`src/rtl/acs_pkg.sv`:
```
// Package for the converter startup and chop sequencer.
// Assumes one clock (sys_clk_i, 50 MHz) that stands in for the modulator clock.
package acs_pkg;
   // Modulator period counts
   localparam int unsigned POR_WAIT_US = 10;
   localparam int unsigned CLK_MHZ = 50;
   localparam logic [23:0] POR_WAIT_CYC = 24'(POR_WAIT_US * CLK_MHZ);
   localparam logic [23:0] MOD_WAIT_CYC = 24'(256 + 44);
   localparam logic [23:0] RESTART_EXTRA_CYC = 24'(44);
   localparam logic [1:0] FAST_SAMPLES = 2'h2;
   localparam logic [1:0] SINC_SETTLE = 2'h3;
   localparam logic [23:0] OSR_DEFAULT = 24'h000400;
   localparam int SAMPLE_W = 24;

   typedef enum {ST_POR, ST_WAIT, ST_CONV, ST_CHOP_DLY, ST_CHOP_CONV} acs_state_t;

   typedef struct packed {
      logic [SAMPLE_W-1:0] data;
      logic fast_path;
      logic chopped;
   } acs_word_t;

   typedef struct packed {
      logic chop_enable;
      logic [3:0] chop_delay_select;
      logic [23:0] oversampling_ratio;
   } acs_cfg_t;
endpackage

```
`src/rtl/acs_sequencer.sv`:
```
// Startup, filter hand-over and chop sequencing for a two-channel converter.
// Assumes samples arrive one per conversion end and inputs are synchronous.
//
// Overview of operation
// - After supplies settle and power-on wait, data_ready_n rises high.
// - Modulators wait 300 modulator periods after clock start before sampling.
// - Fast path settles in one period; sinc path needs three.
// - First two outputs from fast filter, then sinc results.
// - Default ratio 1024 gives first sample at 1324, sinc at 3372.
// - Command or pin reset skips power-on wait, then same 300-period startup.
// - Continuous mode converts every ratio periods, falling data_ready_n each.
// - Chop alternates polarity and outputs average of overlapping pairs.
// - Each polarity swap resets filter; three conversions per chopped result.
// - Settling delay after each swap from four-bit select, 2 to 65536.
// - Chop period is delay plus three ratio periods; data_ready_n marks each.
// - In chop mode, sync falling edge or ratio change restarts all channels together.
// - First chopped result takes two intervals plus 44 extra periods.
// - Chop mode bypasses inter-channel phase calibration.
// - DC test signal unavailable while chop mode is enabled.
// - data_ready_n is active low, asserting on new conversion data.
`timescale 1ns/1ns
`default_nettype none
module acs_sequencer
(
   input wire logic sys_clk_i, // System clock
   input wire logic reset_i, // Power-on reset, high
   input wire logic soft_reset_i, // Command or pin reset pulse
   input wire logic sync_n_i, // Sync pin, falling edge restarts in chop mode
   input wire acs_pkg::acs_cfg_t cfg_i, // Mode configuration
   input wire logic [acs_pkg::SAMPLE_W-1:0] fast_sample_i, // Fast filter result
   input wire logic [acs_pkg::SAMPLE_W-1:0] sinc_sample_i, // Sinc filter result
   input wire logic out_ready_i, // Receiver ready
   output logic out_valid_o, // Buffered word valid
   output acs_pkg::acs_word_t out_word_o, // Buffered word
   output logic data_ready_n_o, // Active-low data ready
   output logic filter_reset_o, // Filter reset on swap
   output logic polarity_o, // Input polarity, 1 inverted
   output logic phase_cal_bypass_o, // Phase calibration bypass
   output logic dc_test_block_o, // DC test signal blocked
   output logic modulator_run_o // Modulators sampling
);
   acs_pkg::acs_state_t state_reg;
   logic [23:0] cnt_reg;
   logic [1:0] sample_cnt_reg;
   logic [1:0] conv_cnt_reg;
   logic have_prev_reg;
   logic [acs_pkg::SAMPLE_W-1:0] prev_reg;
   logic sync_reg;
   logic [23:0] osr_reg;
   logic data_ready_n_reg;
   logic push;
   acs_pkg::acs_word_t push_word;
   logic buf_ready;
   logic restart;

   // Chop settle delay in periods: 2 to the n plus one
   function automatic logic [23:0] chop_dly(input logic [3:0] sel);
      chop_dly = 24'h000002 << sel;
   endfunction

   function automatic logic [acs_pkg::SAMPLE_W-1:0] avg(input logic [acs_pkg::SAMPLE_W-1:0] a,
      input logic [acs_pkg::SAMPLE_W-1:0] b);
      logic [acs_pkg::SAMPLE_W:0] s;
      s = {a[acs_pkg::SAMPLE_W-1], a} + {b[acs_pkg::SAMPLE_W-1], b};
      avg = s[acs_pkg::SAMPLE_W:1];
   endfunction

   //------------------------------------------------------------
   // Restart detection
   //------------------------------------------------------------
   always_ff @(posedge sys_clk_i)
   begin
      if (reset_i)
      begin
         sync_reg <= 1'b1;
         osr_reg <= acs_pkg::OSR_DEFAULT;
      end
      else
      begin
         sync_reg <= sync_n_i;
         osr_reg <= cfg_i.oversampling_ratio;
      end
   end

   assign restart = cfg_i.chop_enable && ((sync_reg && !sync_n_i)
      || (osr_reg != cfg_i.oversampling_ratio));

   //------------------------------------------------------------
   // Sequencer
   //------------------------------------------------------------
   always_ff @(posedge sys_clk_i)
   begin
      if (reset_i)
      begin
         state_reg <= acs_pkg::ST_POR;
         cnt_reg <= 24'h000000;
         sample_cnt_reg <= 2'h0;
         conv_cnt_reg <= 2'h0;
         polarity_o <= 1'b0;
         filter_reset_o <= 1'b0;
         have_prev_reg <= 1'b0;
         prev_reg <= '0;
      end
      else
      begin
         filter_reset_o <= 1'b0;
         if (soft_reset_i)
         begin
            state_reg <= acs_pkg::ST_WAIT;
            cnt_reg <= 24'h000000;
            sample_cnt_reg <= 2'h0;
            polarity_o <= 1'b0;
            have_prev_reg <= 1'b0;
            filter_reset_o <= 1'b1;
         end
         else if (restart && state_reg != acs_pkg::ST_POR && state_reg != acs_pkg::ST_WAIT)
         begin
            state_reg <= acs_pkg::ST_CHOP_DLY;
            cnt_reg <= 24'h000000 - acs_pkg::RESTART_EXTRA_CYC;
            conv_cnt_reg <= 2'h0;
            have_prev_reg <= 1'b0;
            polarity_o <= 1'b0;
            filter_reset_o <= 1'b1;
         end
         else
         begin
            case (state_reg)
               acs_pkg::ST_POR:
               begin
                  cnt_reg <= cnt_reg + 24'h000001;
                  if (cnt_reg + 24'h000001 >= acs_pkg::POR_WAIT_CYC)
                  begin
                     state_reg <= acs_pkg::ST_WAIT;
                     cnt_reg <= 24'h000000;
                  end
               end
               acs_pkg::ST_WAIT:
               begin
                  cnt_reg <= cnt_reg + 24'h000001;
                  if (cnt_reg + 24'h000001 >= acs_pkg::MOD_WAIT_CYC)
                  begin
                     cnt_reg <= 24'h000000;
                     conv_cnt_reg <= 2'h0;
                     if (cfg_i.chop_enable)
                        state_reg <= acs_pkg::ST_CHOP_DLY;
                     else
                        state_reg <= acs_pkg::ST_CONV;
                  end
               end
               acs_pkg::ST_CONV:
               begin
                  cnt_reg <= cnt_reg + 24'h000001;
                  if (cnt_reg + 24'h000001 >= cfg_i.oversampling_ratio && buf_ready)
                  begin
                     cnt_reg <= 24'h000000;
                     if (sample_cnt_reg != acs_pkg::SINC_SETTLE)
                        sample_cnt_reg <= sample_cnt_reg + 2'h1;
                     if (cfg_i.chop_enable)
                        state_reg <= acs_pkg::ST_CHOP_DLY;
                  end
               end
               acs_pkg::ST_CHOP_DLY:
               begin
                  cnt_reg <= cnt_reg + 24'h000001;
                  if (cnt_reg + 24'h000001 == chop_dly(cfg_i.chop_delay_select))
                  begin
                     cnt_reg <= 24'h000000;
                     conv_cnt_reg <= 2'h0;
                     state_reg <= acs_pkg::ST_CHOP_CONV;
                  end
               end
               acs_pkg::ST_CHOP_CONV:
               begin
                  cnt_reg <= cnt_reg + 24'h000001;
                  if (cnt_reg + 24'h000001 >= cfg_i.oversampling_ratio && buf_ready)
                  begin
                     cnt_reg <= 24'h000000;
                     conv_cnt_reg <= conv_cnt_reg + 2'h1;
                     if (conv_cnt_reg + 2'h1 == acs_pkg::SINC_SETTLE)
                     begin
                        prev_reg <= sinc_sample_i;
                        have_prev_reg <= 1'b1;
                        polarity_o <= !polarity_o;
                        filter_reset_o <= 1'b1;
                        state_reg <= cfg_i.chop_enable ? acs_pkg::ST_CHOP_DLY : acs_pkg::ST_CONV;
                     end
                  end
               end
               default: state_reg <= acs_pkg::ST_POR;
            endcase
         end
      end
   end

   //------------------------------------------------------------
   // Output words
   //------------------------------------------------------------
   always_comb
   begin
      push = 1'b0;
      push_word = '0;
      if (state_reg == acs_pkg::ST_CONV && cnt_reg + 24'h000001 >= cfg_i.oversampling_ratio && buf_ready)
      begin
         push = 1'b1;
         push_word.fast_path = sample_cnt_reg < acs_pkg::FAST_SAMPLES;
         push_word.data = push_word.fast_path ? fast_sample_i : sinc_sample_i;
      end
      else if (state_reg == acs_pkg::ST_CHOP_CONV && cnt_reg + 24'h000001 >= cfg_i.oversampling_ratio
         && buf_ready && conv_cnt_reg + 2'h1 == acs_pkg::SINC_SETTLE && have_prev_reg)
      begin
         push = 1'b1;
         push_word.chopped = 1'b1;
         push_word.data = avg(prev_reg, sinc_sample_i);
      end
   end

   // Data ready: high once out of power-on wait, low one cycle per result
   always_ff @(posedge sys_clk_i)
   begin
      if (reset_i)
         data_ready_n_reg <= 1'b0;
      else if (state_reg == acs_pkg::ST_POR)
         data_ready_n_reg <= 1'b0;
      else
         data_ready_n_reg <= !push;
   end
   assign data_ready_n_o = data_ready_n_reg;

   assign phase_cal_bypass_o = cfg_i.chop_enable;
   assign dc_test_block_o = cfg_i.chop_enable;
   assign modulator_run_o = state_reg != acs_pkg::ST_POR && state_reg != acs_pkg::ST_WAIT;

   //------------------------------------------------------------
   // Two-entry output buffer
   //------------------------------------------------------------
   acs_pkg::acs_word_t mem_reg [2];
   logic wr_ptr_reg;
   logic rd_ptr_reg;
   logic [1:0] count_reg;

   assign buf_ready = count_reg != 2'h2 || out_ready_i;
   assign out_valid_o = count_reg != 2'h0;
   assign out_word_o = mem_reg[rd_ptr_reg];

   always_ff @(posedge sys_clk_i)
   begin
      if (reset_i)
      begin
         wr_ptr_reg <= 1'b0;
         rd_ptr_reg <= 1'b0;
         count_reg <= 2'h0;
         mem_reg[0] <= '0;
         mem_reg[1] <= '0;
      end
      else
      begin
         if (push)
         begin
            mem_reg[wr_ptr_reg] <= push_word;
            wr_ptr_reg <= !wr_ptr_reg;
         end
         if (out_valid_o && out_ready_i)
            rd_ptr_reg <= !rd_ptr_reg;
         count_reg <= count_reg + {1'b0, push} - {1'b0, out_valid_o && out_ready_i};
      end
   end

   //------------------------------------------------------------
   // Checks
   //------------------------------------------------------------
   a_data_ready_n_low_por: assert property (@(posedge sys_clk_i) disable iff (reset_i)
      state_reg == acs_pkg::ST_POR |=> data_ready_n_o == 1'b0)
      else $error("data ready high during power-on wait");
   a_data_ready_n_pulse: assert property (@(posedge sys_clk_i) disable iff (reset_i)
      push && state_reg != acs_pkg::ST_POR |=> !data_ready_n_o) else $error("missing data ready pulse");
   a_fast_first: assert property (@(posedge sys_clk_i) disable iff (reset_i)
      push && !push_word.chopped && sample_cnt_reg >= acs_pkg::FAST_SAMPLES |-> !push_word.fast_path)
      else $error("fast filter used past second sample");
   a_wait_len: assert property (@(posedge sys_clk_i) disable iff (reset_i || soft_reset_i)
      $rose(state_reg == acs_pkg::ST_WAIT) |-> !modulator_run_o [*8]) else $error("modulator started early");
   a_phase_bypass: assert property (@(posedge sys_clk_i) disable iff (reset_i)
      cfg_i.chop_enable |-> phase_cal_bypass_o && dc_test_block_o) else $error("chop bypass missing");
   a_swap_reset: assert property (@(posedge sys_clk_i) disable iff (reset_i)
      $changed(polarity_o) |-> filter_reset_o) else $error("polarity swap without filter reset");
   a_restart_zero: assert property (@(posedge sys_clk_i) disable iff (reset_i || soft_reset_i)
      restart && modulator_run_o |=> state_reg == acs_pkg::ST_CHOP_DLY && !polarity_o)
      else $error("restart ignored");
   a_buf_no_loss: assert property (@(posedge sys_clk_i) disable iff (reset_i)
      count_reg == 2'h2 && !out_ready_i |-> !push) else $error("word pushed into full buffer");
   a_data_ready_n_high_wait: assert property (@(posedge sys_clk_i) disable iff (reset_i)
      state_reg == acs_pkg::ST_WAIT |=> data_ready_n_o) else $error("data ready low during startup wait");
   a_restart_extra: assert property (@(posedge sys_clk_i) disable iff (reset_i || soft_reset_i)
      restart && modulator_run_o |=> cnt_reg == 24'h000000 - acs_pkg::RESTART_EXTRA_CYC)
      else $error("restart extra periods missing");
   a_swap_delay: assert property (@(posedge sys_clk_i) disable iff (reset_i)
      filter_reset_o && cfg_i.chop_enable && modulator_run_o |-> state_reg == acs_pkg::ST_CHOP_DLY)
      else $error("no settling delay after swap");
   a_chop_third: assert property (@(posedge sys_clk_i) disable iff (reset_i)
      push && push_word.chopped |-> conv_cnt_reg == 2'h2 && have_prev_reg)
      else $error("chopped result not on third conversion");
   a_buf_bound: assert property (@(posedge sys_clk_i) disable iff (reset_i)
      count_reg != 2'h3) else $error("buffer count out of range");
endmodule
`default_nettype wire
```
`config.mk`:
```
export PLATFORM = sky130hd
export DESIGN_NAME = acs_sequencer
export DESIGN_NICKNAME = d
export VERILOG_FILES = /design/src/rtl/acs_pkg.sv /design/src/rtl/acs_sequencer.sv
export SDC_FILE = /design/constraint.sdc
export NUM_CORES = 1
export LEC_CHECK = 0
export BUFFER_PORTS_ARGS = -buffer_cell sky130_fd_sc_hd__buf_4
export CELL_PAD_IN_SITES_DETAIL_PLACEMENT = 1
export CELL_PAD_IN_SITES_GLOBAL_PLACEMENT = 2
export CORE_UTILIZATION = 40
export CTS_CLUSTER_DIAMETER = 80
export DETAILED_ROUTE_END_ITERATION = 8
export PLACE_DENSITY_LB_ADDON = 0.3
export SYNTH_ARGS = -nofsm -noshare
export SYNTH_HDL_FRONTEND = slang
export SYNTH_SLANG_ARGS = --single-unit
```
`constraint.sdc`:
```
create_clock -name sys_clk_i -period 13.07 [get_ports sys_clk_i]
set_input_delay 1.307 -clock sys_clk_i [delete_from_list [all_inputs] [get_ports sys_clk_i]]
set_output_delay 1.307 -clock sys_clk_i [all_outputs]
set_load 0.02 [all_outputs]
```
# Word-level counts from Yosys, hierarchy flattened
# Memories as Yosys holds them, arrays and structs flattened. A register that Yosys moved wholly into a read port is not among the register bits.
# Cells that the tools add are included.
# W data, S select, Z words.
totals:
  reg_bits: 117
  latchBits: 0
  ramBits: 52
  romBits: 0
  inputBits: 82
  output_inout_bits: 33
  wordCells: 147
  mem_count: 1
op_classes:
  add_sub_neg: 6
  n_mul: 0
  n_div: 0
  n_lt_le_gt_ge: 4
  eq_ne: 33
  shift: 1
  mux: 44
  bitwise: 2
  reduce_logical: 39
mem_list:
  columns: ["name", "words", "word_bits", "rd", "rd_clocked_by_memory_dff", "wr", "line_no", "rtl"]
  rows:
  - ["mem_reg", 2, 26, 1, 1, 2, "acs_sequencer.sv:236", "acs_pkg::acs_word_t mem_reg [2];"]
ops:
  columns: ["op", "count"]
  rows:
  - ["$mux W32", 7]
  - ["$mux W24", 8]
  - ["$pmux W32 S5", 1]
  - ["$pmux W24 S4", 1]
  - ["$eq A32 B2 Y1 const B", 2]
  - ["$eq A32 B3 Y1 const B", 2]
  - ["$logic_not A32 Y1", 2]
  - ["$ge A24 B9 Y1 const B", 2]
  - ["$eq A32 B1 Y1 const B", 1]
  - ["$eq A32 B4 Y1 const B", 1]
  - ["$ne A32 B2 Y1 const B", 1]
  - ["$reduce_bool A32 Y1", 1]
  - ["$ne A4 B4 Y1 const B", 7]
  - ["$mux W26", 1]
  - ["$reduce_or A26 Y1", 1]
  - ["$add A24 B24 Y25", 1]
  - ["$add A24 B1 Y24 const B", 1]
  - ["$eq A24 B24 Y1", 1]
  - ["$ge A24 B24 Y1", 1]
  - ["$ne A24 B24 Y1", 1]
  - ["$shl A2 B4 Y24 const A", 1]
  - ["$ne A3 B3 Y1 const B", 7]
  - ["$reduce_and A7 Y1", 3]
  - ["$mux W1", 20]
  - ["20 further kinds", 55]

# Longest topological paths before layout
# Gate-level depths: netlist (run 1).
logic_depth:
  depth_word: 13
  mapped_depth: 21
  mapped_depth_nobuf: 18

# Worst setup path before layout (run 1)
# OpenSTA, ideal clock, no wires.
synth_path:
  path_kind: "flip-flop to flip-flop"
  startpoint: "reg cnt_reg[1]"
  endpoint: "mem mem_reg[1][0] (netlist bit) (enable)"
  arrival_time_ps: 4329
  required_ps: 12683
  slack_ps: 8354
  stages_incl_launch_ff: 18
  path_buffers: 2
  path_cell_list: "dfxtp_1 > ha_1 > buf_2 > and4_1 > clkbuf_1 > nand3_1 > xnor2_1 > ha_1 > nand4_1 > nor2_1 > a211oi_1 > o21ai_0 > a21oi_1 > o41ai_2 > nand4_1 > nand2_1 > nand2_1 > nand2b_1"
synth_rtl:
  columns: ["item", "line_no", "rtl"]
  rows:
  - ["start, declared", "acs_sequencer.sv:43", "logic [23:0] cnt_reg;"]
  - ["start signal, assigned", "acs_sequencer.sv:119", "cnt_reg <= 24'h000000 - acs_pkg::RESTART_EXTRA_CYC;"]
  - ["start signal, assigned", "acs_sequencer.sv:130", "cnt_reg <= cnt_reg + 24'h000001;"]
  - ["start signal, assigned", "acs_sequencer.sv:139", "cnt_reg <= cnt_reg + 24'h000001;"]
  - ["end, declared", "acs_sequencer.sv:236", null]

==> out/results.txt, run 1 <==
The final critical-path share of the clock period was 0.447; the number of gates given a new drive strength after cts was 0. Category of the worst setup path capture point: a register. In the post-route analysis, the smallest setup slack over all paths is 7230 ps.

For the routed wire length, the log shows 28.1 mm. The number of stages on the worst hold path was 2; the maximum level of the CTS H-tree was 4. For the worst setup path, the data arrival time is 5950 ps. The final layout contains 1225 nets. After detailed routing, the number of remaining DRC violations is 0.

Buffers inserted during clock tree synthesis total 17. The die footprint is 23800 um2. The run finished with clean final reports. In this run the deepest clock path goes through 2 buffers. The floorplan has 55 rows.

For this run, the top clock speed supported by timing is 0.171 GHz. At the pin with the least slew margin, the transition time is 1180 ps. For the placed wire-length estimate, the log shows 21.0 mm. The startpoint identified for the worst register-to-register timing path is cnt_reg[5]. Last weighted congestion value of the routability-driven placer: 0.892. The power per cell area works out to 112 nW/um2. The run gives 0 as the initial antenna violation count.

For the worst setup slack before clock tree synthesis, the log shows 7290 ps. In this run, synthesis inferred 52 flip-flops with an integrated enable. For this design the total switching power over the nets is 0.343 mW.

The launch point of the worst hold path was conv_cnt_reg[1]. The number of placed instances, taps included, is 1356. The run gives 0 as the number of routed nets with antenna violations. Share of async-settable or async-resettable flops after synthesis: 0. Highest ir drop seen on vdd: 0.0760 mV.

Entering global routing, the biggest net connects 69 pins. The part of the total power dissipated in combinational logic was 0.181. For this block, the via count after detailed routing is 7882. The first detailed-routing pass took 5 iterations. Once the clock tree was built, the setup fixing pass inserted 0 buffers. The final antenna diode count was 0. The via density per instance was 5.68; the number of synthesis warnings was 0.

The logs give 8074 for the via count of the first global-routing pass and 0.408 for the initial core utilization. The type of the setup path with the least slack is register to register. For the sequential cell fraction of total power, the log shows 0.399.

The final setup TNS is 0 ps. The wire length per cell after detailed routing was 20.2 um; the die span in y was 154 um. The signed area change from the synthesized netlist to the final layout is 17.8%.

CTS placed an instance of clkbuf_16 at the clock tree root. The clock reaches the later pin of the worst-skew pair after 420 ps. The number of buffers inserted by port buffering works out to 114. TritonCTS built the clock tree. The data required time at the worst endpoint was 13190 ps. Setup repair after global routing left no endpoint under its margin.

The final-report hold violation count was 0; the final critical delay including setup and external delays was 5840 ps. Number of max-capacitance violations reported: 0. The path class of the tightest hold or removal check is register to register. The tools report the area of the core region as 22700 um2. The top flip-flop cell by instance count after synthesis is dfxtp_1.

The sequential area share after synthesis is 0.361. The leakage dissipation is 4.79 nW, and the register-to-register setup slack is 7230 ps. Worst hold path endpoint: conv_cnt_reg[1].

The number of library cell types mapped by synthesis came out at 82. The tools report the total standard cell area after synthesis as 9270 um2. The first global-routing pass estimated 44.4 mm of wire.

The fraction of layout cells with a size suffix above 1 is 0.189. The library cell used most frequently in the layout, excluding fill and tap cells, is buf_4. The synthesized netlist net count is 1144. The tools report the total global routing track utilization as 0.240. In the layout the commonest cells are 123 x buf_4, 110 x nor2_1, 88 x dfxtp_1. In this run, the number of DRC markers left after iteration 0 of detailed routing was 404. Setup violations remaining at the end of the flow were counted as 0. Number of flip-flops in the largest register: 52. The net switching fraction of the power was 0.280; the per-instance average area after synthesis was 9.19 um2. STA classifies the critical path startpoint as a register. The synthesized design contains 141 register bits. After clock tree synthesis, the clock-pin slew on the worst setup and hold paths is 70 ps.

The number of clock sinks came out at 141. Hold repair after CTS inserted 0 buffers. The finished layout holds 1388 standard cells, fillers aside.

In this run the critical register-to-register path is captured at mem_reg[1][12]. The clock power share came out at 0.421. The clock arrives with 13.9 ps of skew. After technology mapping, the gate count stands at 1009. During I/O placement, the number of pins put on the boundary was 115.

The overall overflow remaining after global route is 0, and the biggest fanout along the worst timing path is 22. For the count of final max-slew check failures, the log shows 0. Cell-internal power: 0.883 mW. In this run the horizontal extent of the chip is 154 um.

The depth of the worst register-to-register path works out to 19. The tools report the normalized max-slew margin as 0.210.
[metal layers]
metal	up-vias	global-route usage	part of all wire
li1	3837	-	-
met1	3875	0.338	0.49
met2	145	0.386	0.46
met3	25	0.0361	0.036
met4	0	0.0622	0.016
met5	-	0	0
[logic make-up (layout without fill, tap and decap cells)]
logic type,count (synthesis),after routing,synth area share
muxes,81,81,0.0912
buffers and inverters,113,207,0.0494
AOI/OAI and AO/OA,200,200,0.155
DFF,141,141,0.361
xor gates and xnor gates,77,77,0.0742
adders and majority gates,53,53,0.0723
and+or+nand+nor,344,344,0.197
[Yosys cell counts (all sizes together) (3+ instances only)]
cell,number,area (um2)
mux2i,53,531
nand3,23,120
o21bai,6,45.0
or3,6,37.5
dfxtp,89,1780
and2,20,125
nor3b,5,37.5
a21oi,36,184
or4,3,26.3
a22o,3,26.3
nor2b,10,62.6
o311ai,4,42.6
o21ai,21,109
o211ai,6,45.0
nand4,25,199
a211oi,9,90.1
a221o,10,100
inv,52,195
a41oi,4,35.0
a21o,21,158
edfxtp,52,1560
nand2b,12,75.1
xnor2,47,412
xor2,29,254
and3,23,144
a311oi,3,26.3
and4,4,35.0
o22ai,31,194
mux2,28,315
nand2,50,188
nor3,23,115
nor4,10,92.6
nor4b,6,52.6
o21a,5,37.5
nor2,110,413
or2,8,50.1
clkbuf,44,165
a31oi,15,93.8
ha,52,651
buf,17,97.6
[power by group through the flow]
| stage | logic, mW | registers, mW | clock network, mW |
|---|---|---|---|
| floorplan | 0.146 | 0.487 | 0 |
| global placement | 0.218 | 0.497 | 0 |
| detailed placement | 0.221 | 0.498 | 0 |
| CTS | 0.223 | 0.488 | 0.524 |
| global route | 0.240 | 0.491 | 0.542 |
| finish | 0.222 | 0.489 | 0.516 |
[cell type report]
| type | instances | area, um2 |
|---|---|---|
| clock buffer | 22 | 508 |
| timing repair buffer | 123 | 923 |
| fill | 2632 | 11800 |
| multi-input combinational | 755 | 5470 |
| inverter | 52 | 195 |
| sequential | 141 | 3340 |
| tap | 285 | 357 |
| clock inverter | 10 | 123 |
[critical path, cell delays in order (launching register included)]
cell and delay, ps:
dfxtp_1 680, and4_1 450, nand3_1 230, nor4b_1 450
nor2b_1 100, or2_2 320, ha_1 290, a21o_1 120
a21o_1 120, a21oi_1 70, o21ai_0 210, nand2b_1 100
o41ai_2 50, buf_4 240, nand3_1 90, buf_4 260
nand2_1 530, nand2_1 240, nand2b_1 590, buf_4 340
[per-stage QoR]
step                total power, mW   util  area (um2)  hold WS (ps)
floorplan                     0.633      -        9270           446
global placement              0.715  0.453       10300           464
detailed placement            0.719  0.453       10300           467
CTS                            1.24  0.481       10900           478
global route                   1.27  0.481       10900           512
finish                         1.23  0.481       10900           473
[how the worst max path moves through the flow]
stage | startpoint | end | slack [ps] | cells past startpoint
CTS | cnt_reg[5] | mem_reg[1][16] | 7230 | 19
global route | cnt_reg[5] | mem_reg[1][14] | 6660 | 19
floorplan | cnt_reg[1] | mem_reg[1][0] | 8350 | 17
global placement | cnt_reg[0] | mem_reg[1][5] | 7530 | 16
detailed placement | cnt_reg[0] | mem_reg[1][5] | 7290 | 16
finish | cnt_reg[5] | mem_reg[1][12] | 7230 | 19
(Power assumes the default switching activity.)
==> inputs of run 2 (changes only) <==
- CORE_UTILIZATION: 40 -> 37
- clock period: 13.07 -> 5.6 ns (I/O delays scaled with it)
==> out/results.txt, run 2 (synthesized netlist as in run 1, its figures left out) <==
The flow ran to the end, and the final reports show no timing, DRC or antenna violations. Count of nets after finishing: 1233 (+0.65%). The largest buffer count on any clock path is 2 (unchanged), and the number of stages on the worst hold path is 2 (unchanged). The maximum level of the CTS H-tree is 4 (unchanged), and the maximum frequency from static timing analysis is 0.191 GHz (+11%). Among all stages on the critical path, the largest delay is contributed by o41ai_2. The normalized max-slew margin was 0.167 (-0.0436); the number of buffers inserted by port buffering was 114 (unchanged). Largest stage delay on the critical path: 610 ps (-70 ps). The clock skew after layout was 11.6 ps (-2.31 ps).

Leaving out fill and tap cells, the most frequent cell in the layout is buf_4. The largest net degree at the start of global routing was 46 (-33%). The count of buffer and inverter cells on the critical path is 1 (-2). The post-route cell area came out at 11000 um2 (+0.49%). For the leakage dissipation, the log shows 4.80 nW (+0.14%). The run gives 17 (unchanged) as the number of buffers created by CTS. The post-route total power was 2.80 mW (+130%). The net switching power is 0.843 mW (+150%). The number of placed I/O pins was 115 (unchanged). For the critical path arrival, the log shows 5320 ps (-630 ps). The total stage count of the critical path was 14 (-5); the count of endpoints failing setup in the final report was 0 (unchanged). The total of hold buffers inserted after clock tree synthesis came out at 0 (unchanged). The tools report the area of the core region as 24500 um2 (+7.7%).

The net switching fraction of the power is 0.302 (+0.0215). The signal on the critical path passes through ha_1, nand4_4, or4_1, xnor2_1, ha_1, nand4_1, nor3_1, a21oi_1, o41ai_2, nand3_1, nand2_1, nand2_1, nand2b_1, buf_4. The cell family contributing the most delay on the critical path is simple AND/OR/NAND/NOR gates.

The tools report the category of the worst setup path capture point as a register. The final critical-path share of the clock period was 0.935 (+0.489); the total global routing track utilization was 0.224 (-0.0166). For the clock latency on the worst-skew pair, the log shows 420 ps (about the same). The final setup TNS was 0 ps (unchanged); the data required time at the worst endpoint was 5690 ps (-7500 ps). The final antenna diode count is 0 (unchanged), and the clock transition at the registers of the reported paths is 70 ps (about the same). Number of flip-flops in the largest register: 52 (unchanged). The type of the setup path with the least slack was register to register. The final critical delay including setup and external delays is 5240 ps (-599 ps). Post-CTS setup repair buffer count: 0 (unchanged).

For the die footprint, the log shows 25700 um2 (+8.0%). The cell-internal power was 1.95 mW (+120%). The tools report the number of gates given a new drive strength after cts as 0 (unchanged).

The biggest fanout along the worst timing path came out at 26 (+18%). The die span in y is 160 um (+3.9%), and the combined area of the multi-input logic cells is 5470 um2 (unchanged). The width of the die is 160 um (+3.9%), and the fraction of the core area covered by cells at the end of the flow is 0.449 (-0.0323). The tools report the violation count after the first detailed-routing iteration as 425 (+5.2%). Row count: 57 (+3.6%). The wire length of the first global-routing pass came out at 44.9 mm (+1.1%).

For the placed cell area, the log shows 10400 um2 (+1.1%). Leaving out fill and tap cells, the most frequent cells in the layout are 131 x buf_4, 110 x nor2_1, 88 x dfxtp_1. The initial antenna violation count was 0 (unchanged); the initial core utilization was 0.379 (-0.0293). The run gives 2822 (+7.2%) as the fill cell instance count of the final layout.

From synthesis to final layout, the design area changed by 18.4%. The min-delay analysis places its worst path in the category primary input to register. Via density per instance: 5.47 (-3.7%). The tools report the buffer type at the clock tree root as clkbuf_16. Sequential standard cell area: 3340 um2 (unchanged).

The tools report the final-report hold violation count as 0 (unchanged). The part of the total power dissipated in combinational logic is 0.186 (+0.005), and the slew at the pin closest to its max-slew limit is 1250 ps (+65.1 ps). For the count of vias placed by the detailed router, the log shows 7848 (-0.43%). The tools report the launching element type of the critical path as a register. The number of clock sinks is 141 (unchanged).

The tools report the routed wire length as 28.2 mm (+0.42%). The logs give 7 (+2) for the first-pass detailed-route iteration total and 0.407 (-0.014) for the clock power share. Fraction of layout cells with a size suffix above 1: 0.195 (+0.00674). The count of final max-slew check failures came out at 0 (unchanged).

The number of routed nets with antenna violations was 0 (unchanged); the sequential cell fraction of total power was 0.407 (+0.008). Power per cell area: 255 nW/um2 (+130%). The number of max-capacitance violations reported is 0 (unchanged), and the via count of the first global-routing pass is 7913 (-2.0%). Setup repair after global routing left no endpoint under its margin.

The depth of the worst register-to-register path is 14 (-5). The last weighted congestion value of the routability-driven placer is 0.821 (-7.9%), and the remaining routing DRC violations is 0 (unchanged). Overall overflow remaining after global route: 0 (unchanged). Placed wire-length estimate: 21.3 mm (+1.1%).

The wire length per cell after detailed routing works out to 19.6 um (-2.9%). TritonCTS built the clock tree. For the highest ir drop seen on vdd, the log shows 0.167 mV (+120%).
## run 2: metrics by stage
stage | hold WS [ps] | setup WS (ps) | instances
3_5_place_dp | 466 | 386 | 1403
4_1_cts | 324 | 346 | 1435
3_3_place_gp | 465 | 623 | 1403
6_report | 336 | 362 | 1435
2_1_floorplan | 446 | 884 | 1009
5_1_grt | 335 | 62.8 | 1435
## run 2: final timing paths
kind                endpoint  slack, ps             from
min reg2reg  conv_cnt_reg[1]        470  conv_cnt_reg[1]
max reg2reg   mem_reg[1][17]        360       cnt_reg[0]
max           mem_reg[1][17]        360       cnt_reg[0]
min                 sync_reg        340         sync_n_i
## run 2: cell type report
cell class,count,share of cell area
repair buffers,131,0.0896
multi-input cells,755,0.499
flip-flops and latches,141,0.305
clock inverters,14,0.0133
inverters,52,0.0178
clock buffers,18,0.0391
well taps,324,0.0369
## run 2: layer usage
metal,GRT usage,vias up,routed length (um),part of all wire
met2,0.350,142,12700,0.45
met1,0.327,3828,14200,0.50
li1,-,3862,-,-
met5,0,-,0,0
met3,0.0315,16,1020,0.036
met4,0.0446,0,248,0.0088
## run 2: power groups by stage
stage | combinational, mW | sequential (mW) | clock [mW]
2_1_floorplan | 0.340 | 1.14 | 0
3_3_place_gp | 0.514 | 1.16 | 0
3_5_place_dp | 0.518 | 1.16 | 0
4_1_cts | 0.522 | 1.14 | 1.16
5_1_grt | 0.569 | 1.14 | 1.20
6_report | 0.519 | 1.14 | 1.14
## run 2: worst reg2reg max path, delay by kind of cell (launching register included)
| family | cells | cell delay, ps |
|---|---|---|
| AOI/OAI and AO/OA | 2 | 760 |
| xor gates and xnor gates | 1 | 360 |
| DFF | 1 | 560 |
| buffers and inverters | 1 | 350 |
| adders and majority gates | 2 | 720 |
| and+or+nand+nor | 8 | 2150 |
==> inputs of run 3 (changes only) <==
- RECOVER_POWER: not set -> 50
==> out/results.txt, run 3 (synthesized netlist as in run 1, its figures left out) <==
The run finished, with violations left. The checks that failed: max-capacitance violations, max-slew violations. The final critical-path share of the clock period is 0.936 (about the same).

The final critical delay including setup and external delays is 5240 ps (+4.31 ps), and the final antenna diode count is 0 (unchanged). The logs give 21.3 mm (unchanged) for the placed wire-length estimate and 0 (unchanged) for the initial antenna violation count. The run gives 5680 ps (about the same) as the data required time at the worst endpoint. The smallest setup slack after layout came out at 358 ps (-4.31 ps). Setup repair after global routing left no endpoint under its margin.

The startpoint identified for the worst hold timing path is sync_n_i. The signed area change from the synthesized netlist to the final layout is 17.0%, and the number of clock sinks is 141 (unchanged). The largest buffer count on any clock path is 2 (unchanged), and the die span in y is 160 um (unchanged).

The run gives 1 (+1) as the number of max-capacitance violations reported. The fill cell instance count of the final layout is 2846 (+0.85%). For the final-report hold violation count, the log shows 0 (unchanged). The final setup TNS came out at 0 ps (unchanged).

CTS placed an instance of clkbuf_16 at the clock tree root. The tools report the clock skew after layout as 10.7 ps (-0.886 ps). The worst hold path belongs to the class primary input to register.

The most common cell after layout, fill and taps aside is nor2_1. The number of standard cells in the final layout excluding fillers was 1435 (unchanged); the number of stages on the worst hold path was 2 (unchanged). The overall overflow remaining after global route came out at 0 (unchanged). TritonCTS built the clock tree. The number of buffers created by CTS is 17 (unchanged), and the count of endpoints failing setup in the final report is 0 (unchanged). The logs give 5 (-2) for the first-pass detailed-route iteration total and 0.224 (unchanged) for the total global routing track utilization. The depth of the worst register-to-register path is 14 (unchanged), and the count of nets after finishing is 1233 (unchanged). STA classifies the critical path endpoint as a register. The highest layer used for signal routing was met4. The number of flip-flops in the largest register came out at 52 (unchanged). The worst register-to-register path ends at mem_reg[1][24]. For the remaining routing DRC violations, the log shows 0 (unchanged).

The last weighted congestion value of the routability-driven placer was 0.821 (unchanged). The top cell types in the final layout, fill and taps aside, are 110 x nor2_1, 98 x buf_4, 88 x dfxtp_1. The post-CTS setup repair buffer count was 0 (unchanged); the clock transition at the registers of the reported paths was 70 ps (about the same).

The tools report the number of gates given a new drive strength after cts as 0 (unchanged). The run gives 7801 (-0.60%) as the count of vias placed by the detailed router. The area of the core region was 24500 um2 (unchanged).

For the total of hold buffers inserted after clock tree synthesis, the log shows 0 (unchanged). The tools report the launching element type of the critical path as a register. The routed wire length is 28.1 mm (-0.15%). The worst setup path is of the register to register kind.

For the maximum level of the CTS H-tree, the log shows 4 (unchanged). The via density per instance is 5.44 (-0.60%). The largest net degree at the start of global routing came out at 46 (unchanged). The wire length on met3 was 887 um (-13%); the power per cell area was 255 nW/um2 (+0.17%). The slew at the pin closest to its max-slew limit works out to 1540 ps (+297 ps). The run gives 27 (+27) as the count of final max-slew check failures.

The tools report the leakage dissipation as 4.68 nW (-2.6%). The logs give 420 ps (about the same) for the clock latency on the worst-skew pair and 57 (unchanged) for the row count. The width of the die came out at 160 um (unchanged). In this run the critical register-to-register path is launched from cnt_reg[0]. The post-route total power was 2.77 mW (-0.98%). The number of placed I/O pins came out at 115 (unchanged). The fraction of layout cells with a size suffix above 1 came out at 0.162 (-0.0333).

The via count of the first global-routing pass is 7913 (unchanged), and the met1 layer wirelength in the final routing is 14.3 mm (+0.76%). The routed wire length on met2 was 12.7 mm (-0.14%); the normalized max-slew margin was -0.0285 (-0.195). The number of placed instances with taps included is 1403 (unchanged). The path with the worst hold slack has its endpoint at sync_reg. Violation count after the first detailed-routing iteration: 407 (-4.2%). The highest ir drop seen on vdd was 0.166 mV (-0.82%).

The wire length of the first global-routing pass was 44.9 mm (unchanged). The tools report the maximum frequency from static timing analysis as 0.191 GHz (about the same). The number of buffers inserted by port buffering was 114 (unchanged); the initial core utilization was 0.379 (unchanged). The register-to-register setup slack was 360 ps (about the same); the critical path arrival was 5320 ps (about the same).

The worst setup slack before clock tree synthesis is 386 ps (unchanged), and the wire length per cell after detailed routing is 19.6 um (-0.15%). The fraction of the core area covered by cells at the end of the flow is 0.444 (-0.00517). The biggest fanout along the worst timing path was 26 (unchanged); the number of routed nets with antenna violations was 0 (unchanged).

The die footprint was 25700 um2 (unchanged).
-- run 3: changes by cell type in the layout (fill, tap and decap cells not counted), sizes merged --
cell / delta
buf: -33
clkbuf: +33
-- run 3: area by class of cell --
type | instances | area (um2) | share of cell area
sequential | 141 | 3340 | 0.308
clock buffer | 18 | 429 | 0.0396
multi-input combinational | 755 | 5470 | 0.504
timing repair buffer | 131 | 861 | 0.0793
tap | 324 | 405 | 0.0374
inverter | 52 | 195 | 0.0180
clock inverter | 14 | 146 | 0.0135
-- run 3: stage by stage --
step	cell area, um2	hold WS [ps]
final	10800	337
after global routing	10800	335
after CTS	11000	324
after detailed placement	10400	466
after global placement	10400	465
after floorplan	9270	446
-- run 3: worst max-delay path by stage --
| stage | startpoint | to | cells after the start |
|---|---|---|---|
| 2_1_floorplan | cnt_reg[1] | mem_reg[1][0] | 17 |
| 3_3_place_gp | cnt_reg[0] | mem_reg[0][3] | 13 |
| 3_5_place_dp | cnt_reg[0] | mem_reg[0][1] | 13 |
| 4_1_cts | cnt_reg[0] | mem_reg[0][24] | 13 |
| 5_1_grt | cnt_reg[0] | prev_reg[4] | 14 |
| 6_report | cnt_reg[0] | mem_reg[1][24] | 14 |
-- run 3: routing by layer --
layer | up-vias | global-route usage
met5 | - | 0
met4 | 0 | 0.0446
met3 | 16 | 0.0315
met2 | 132 | 0.350
met1 | 3784 | 0.327
li1 | 3869 | -
-- run 3: worst max-delay path, cell delays in order (launching register included) --
cell      delay, ps
dfxtp_1         570
ha_1            520
nand4_4         240
or4_1           600
xnor2_1         360
ha_1            200
nand4_1         110
nor3_1          230
a21oi_1         150
o41ai_2         600
nand3_1         430
nand2_1         220
nand2_1         140
nand2b_1        160
buf_4           350
-- run 3: power by group --
part	leakage (nW)	internal (mW)	switching [mW]
Combinational	3.14	0.199	0.293
Sequential	1.26	1.10	0.0395
Clock	0.278	0.630	0.508
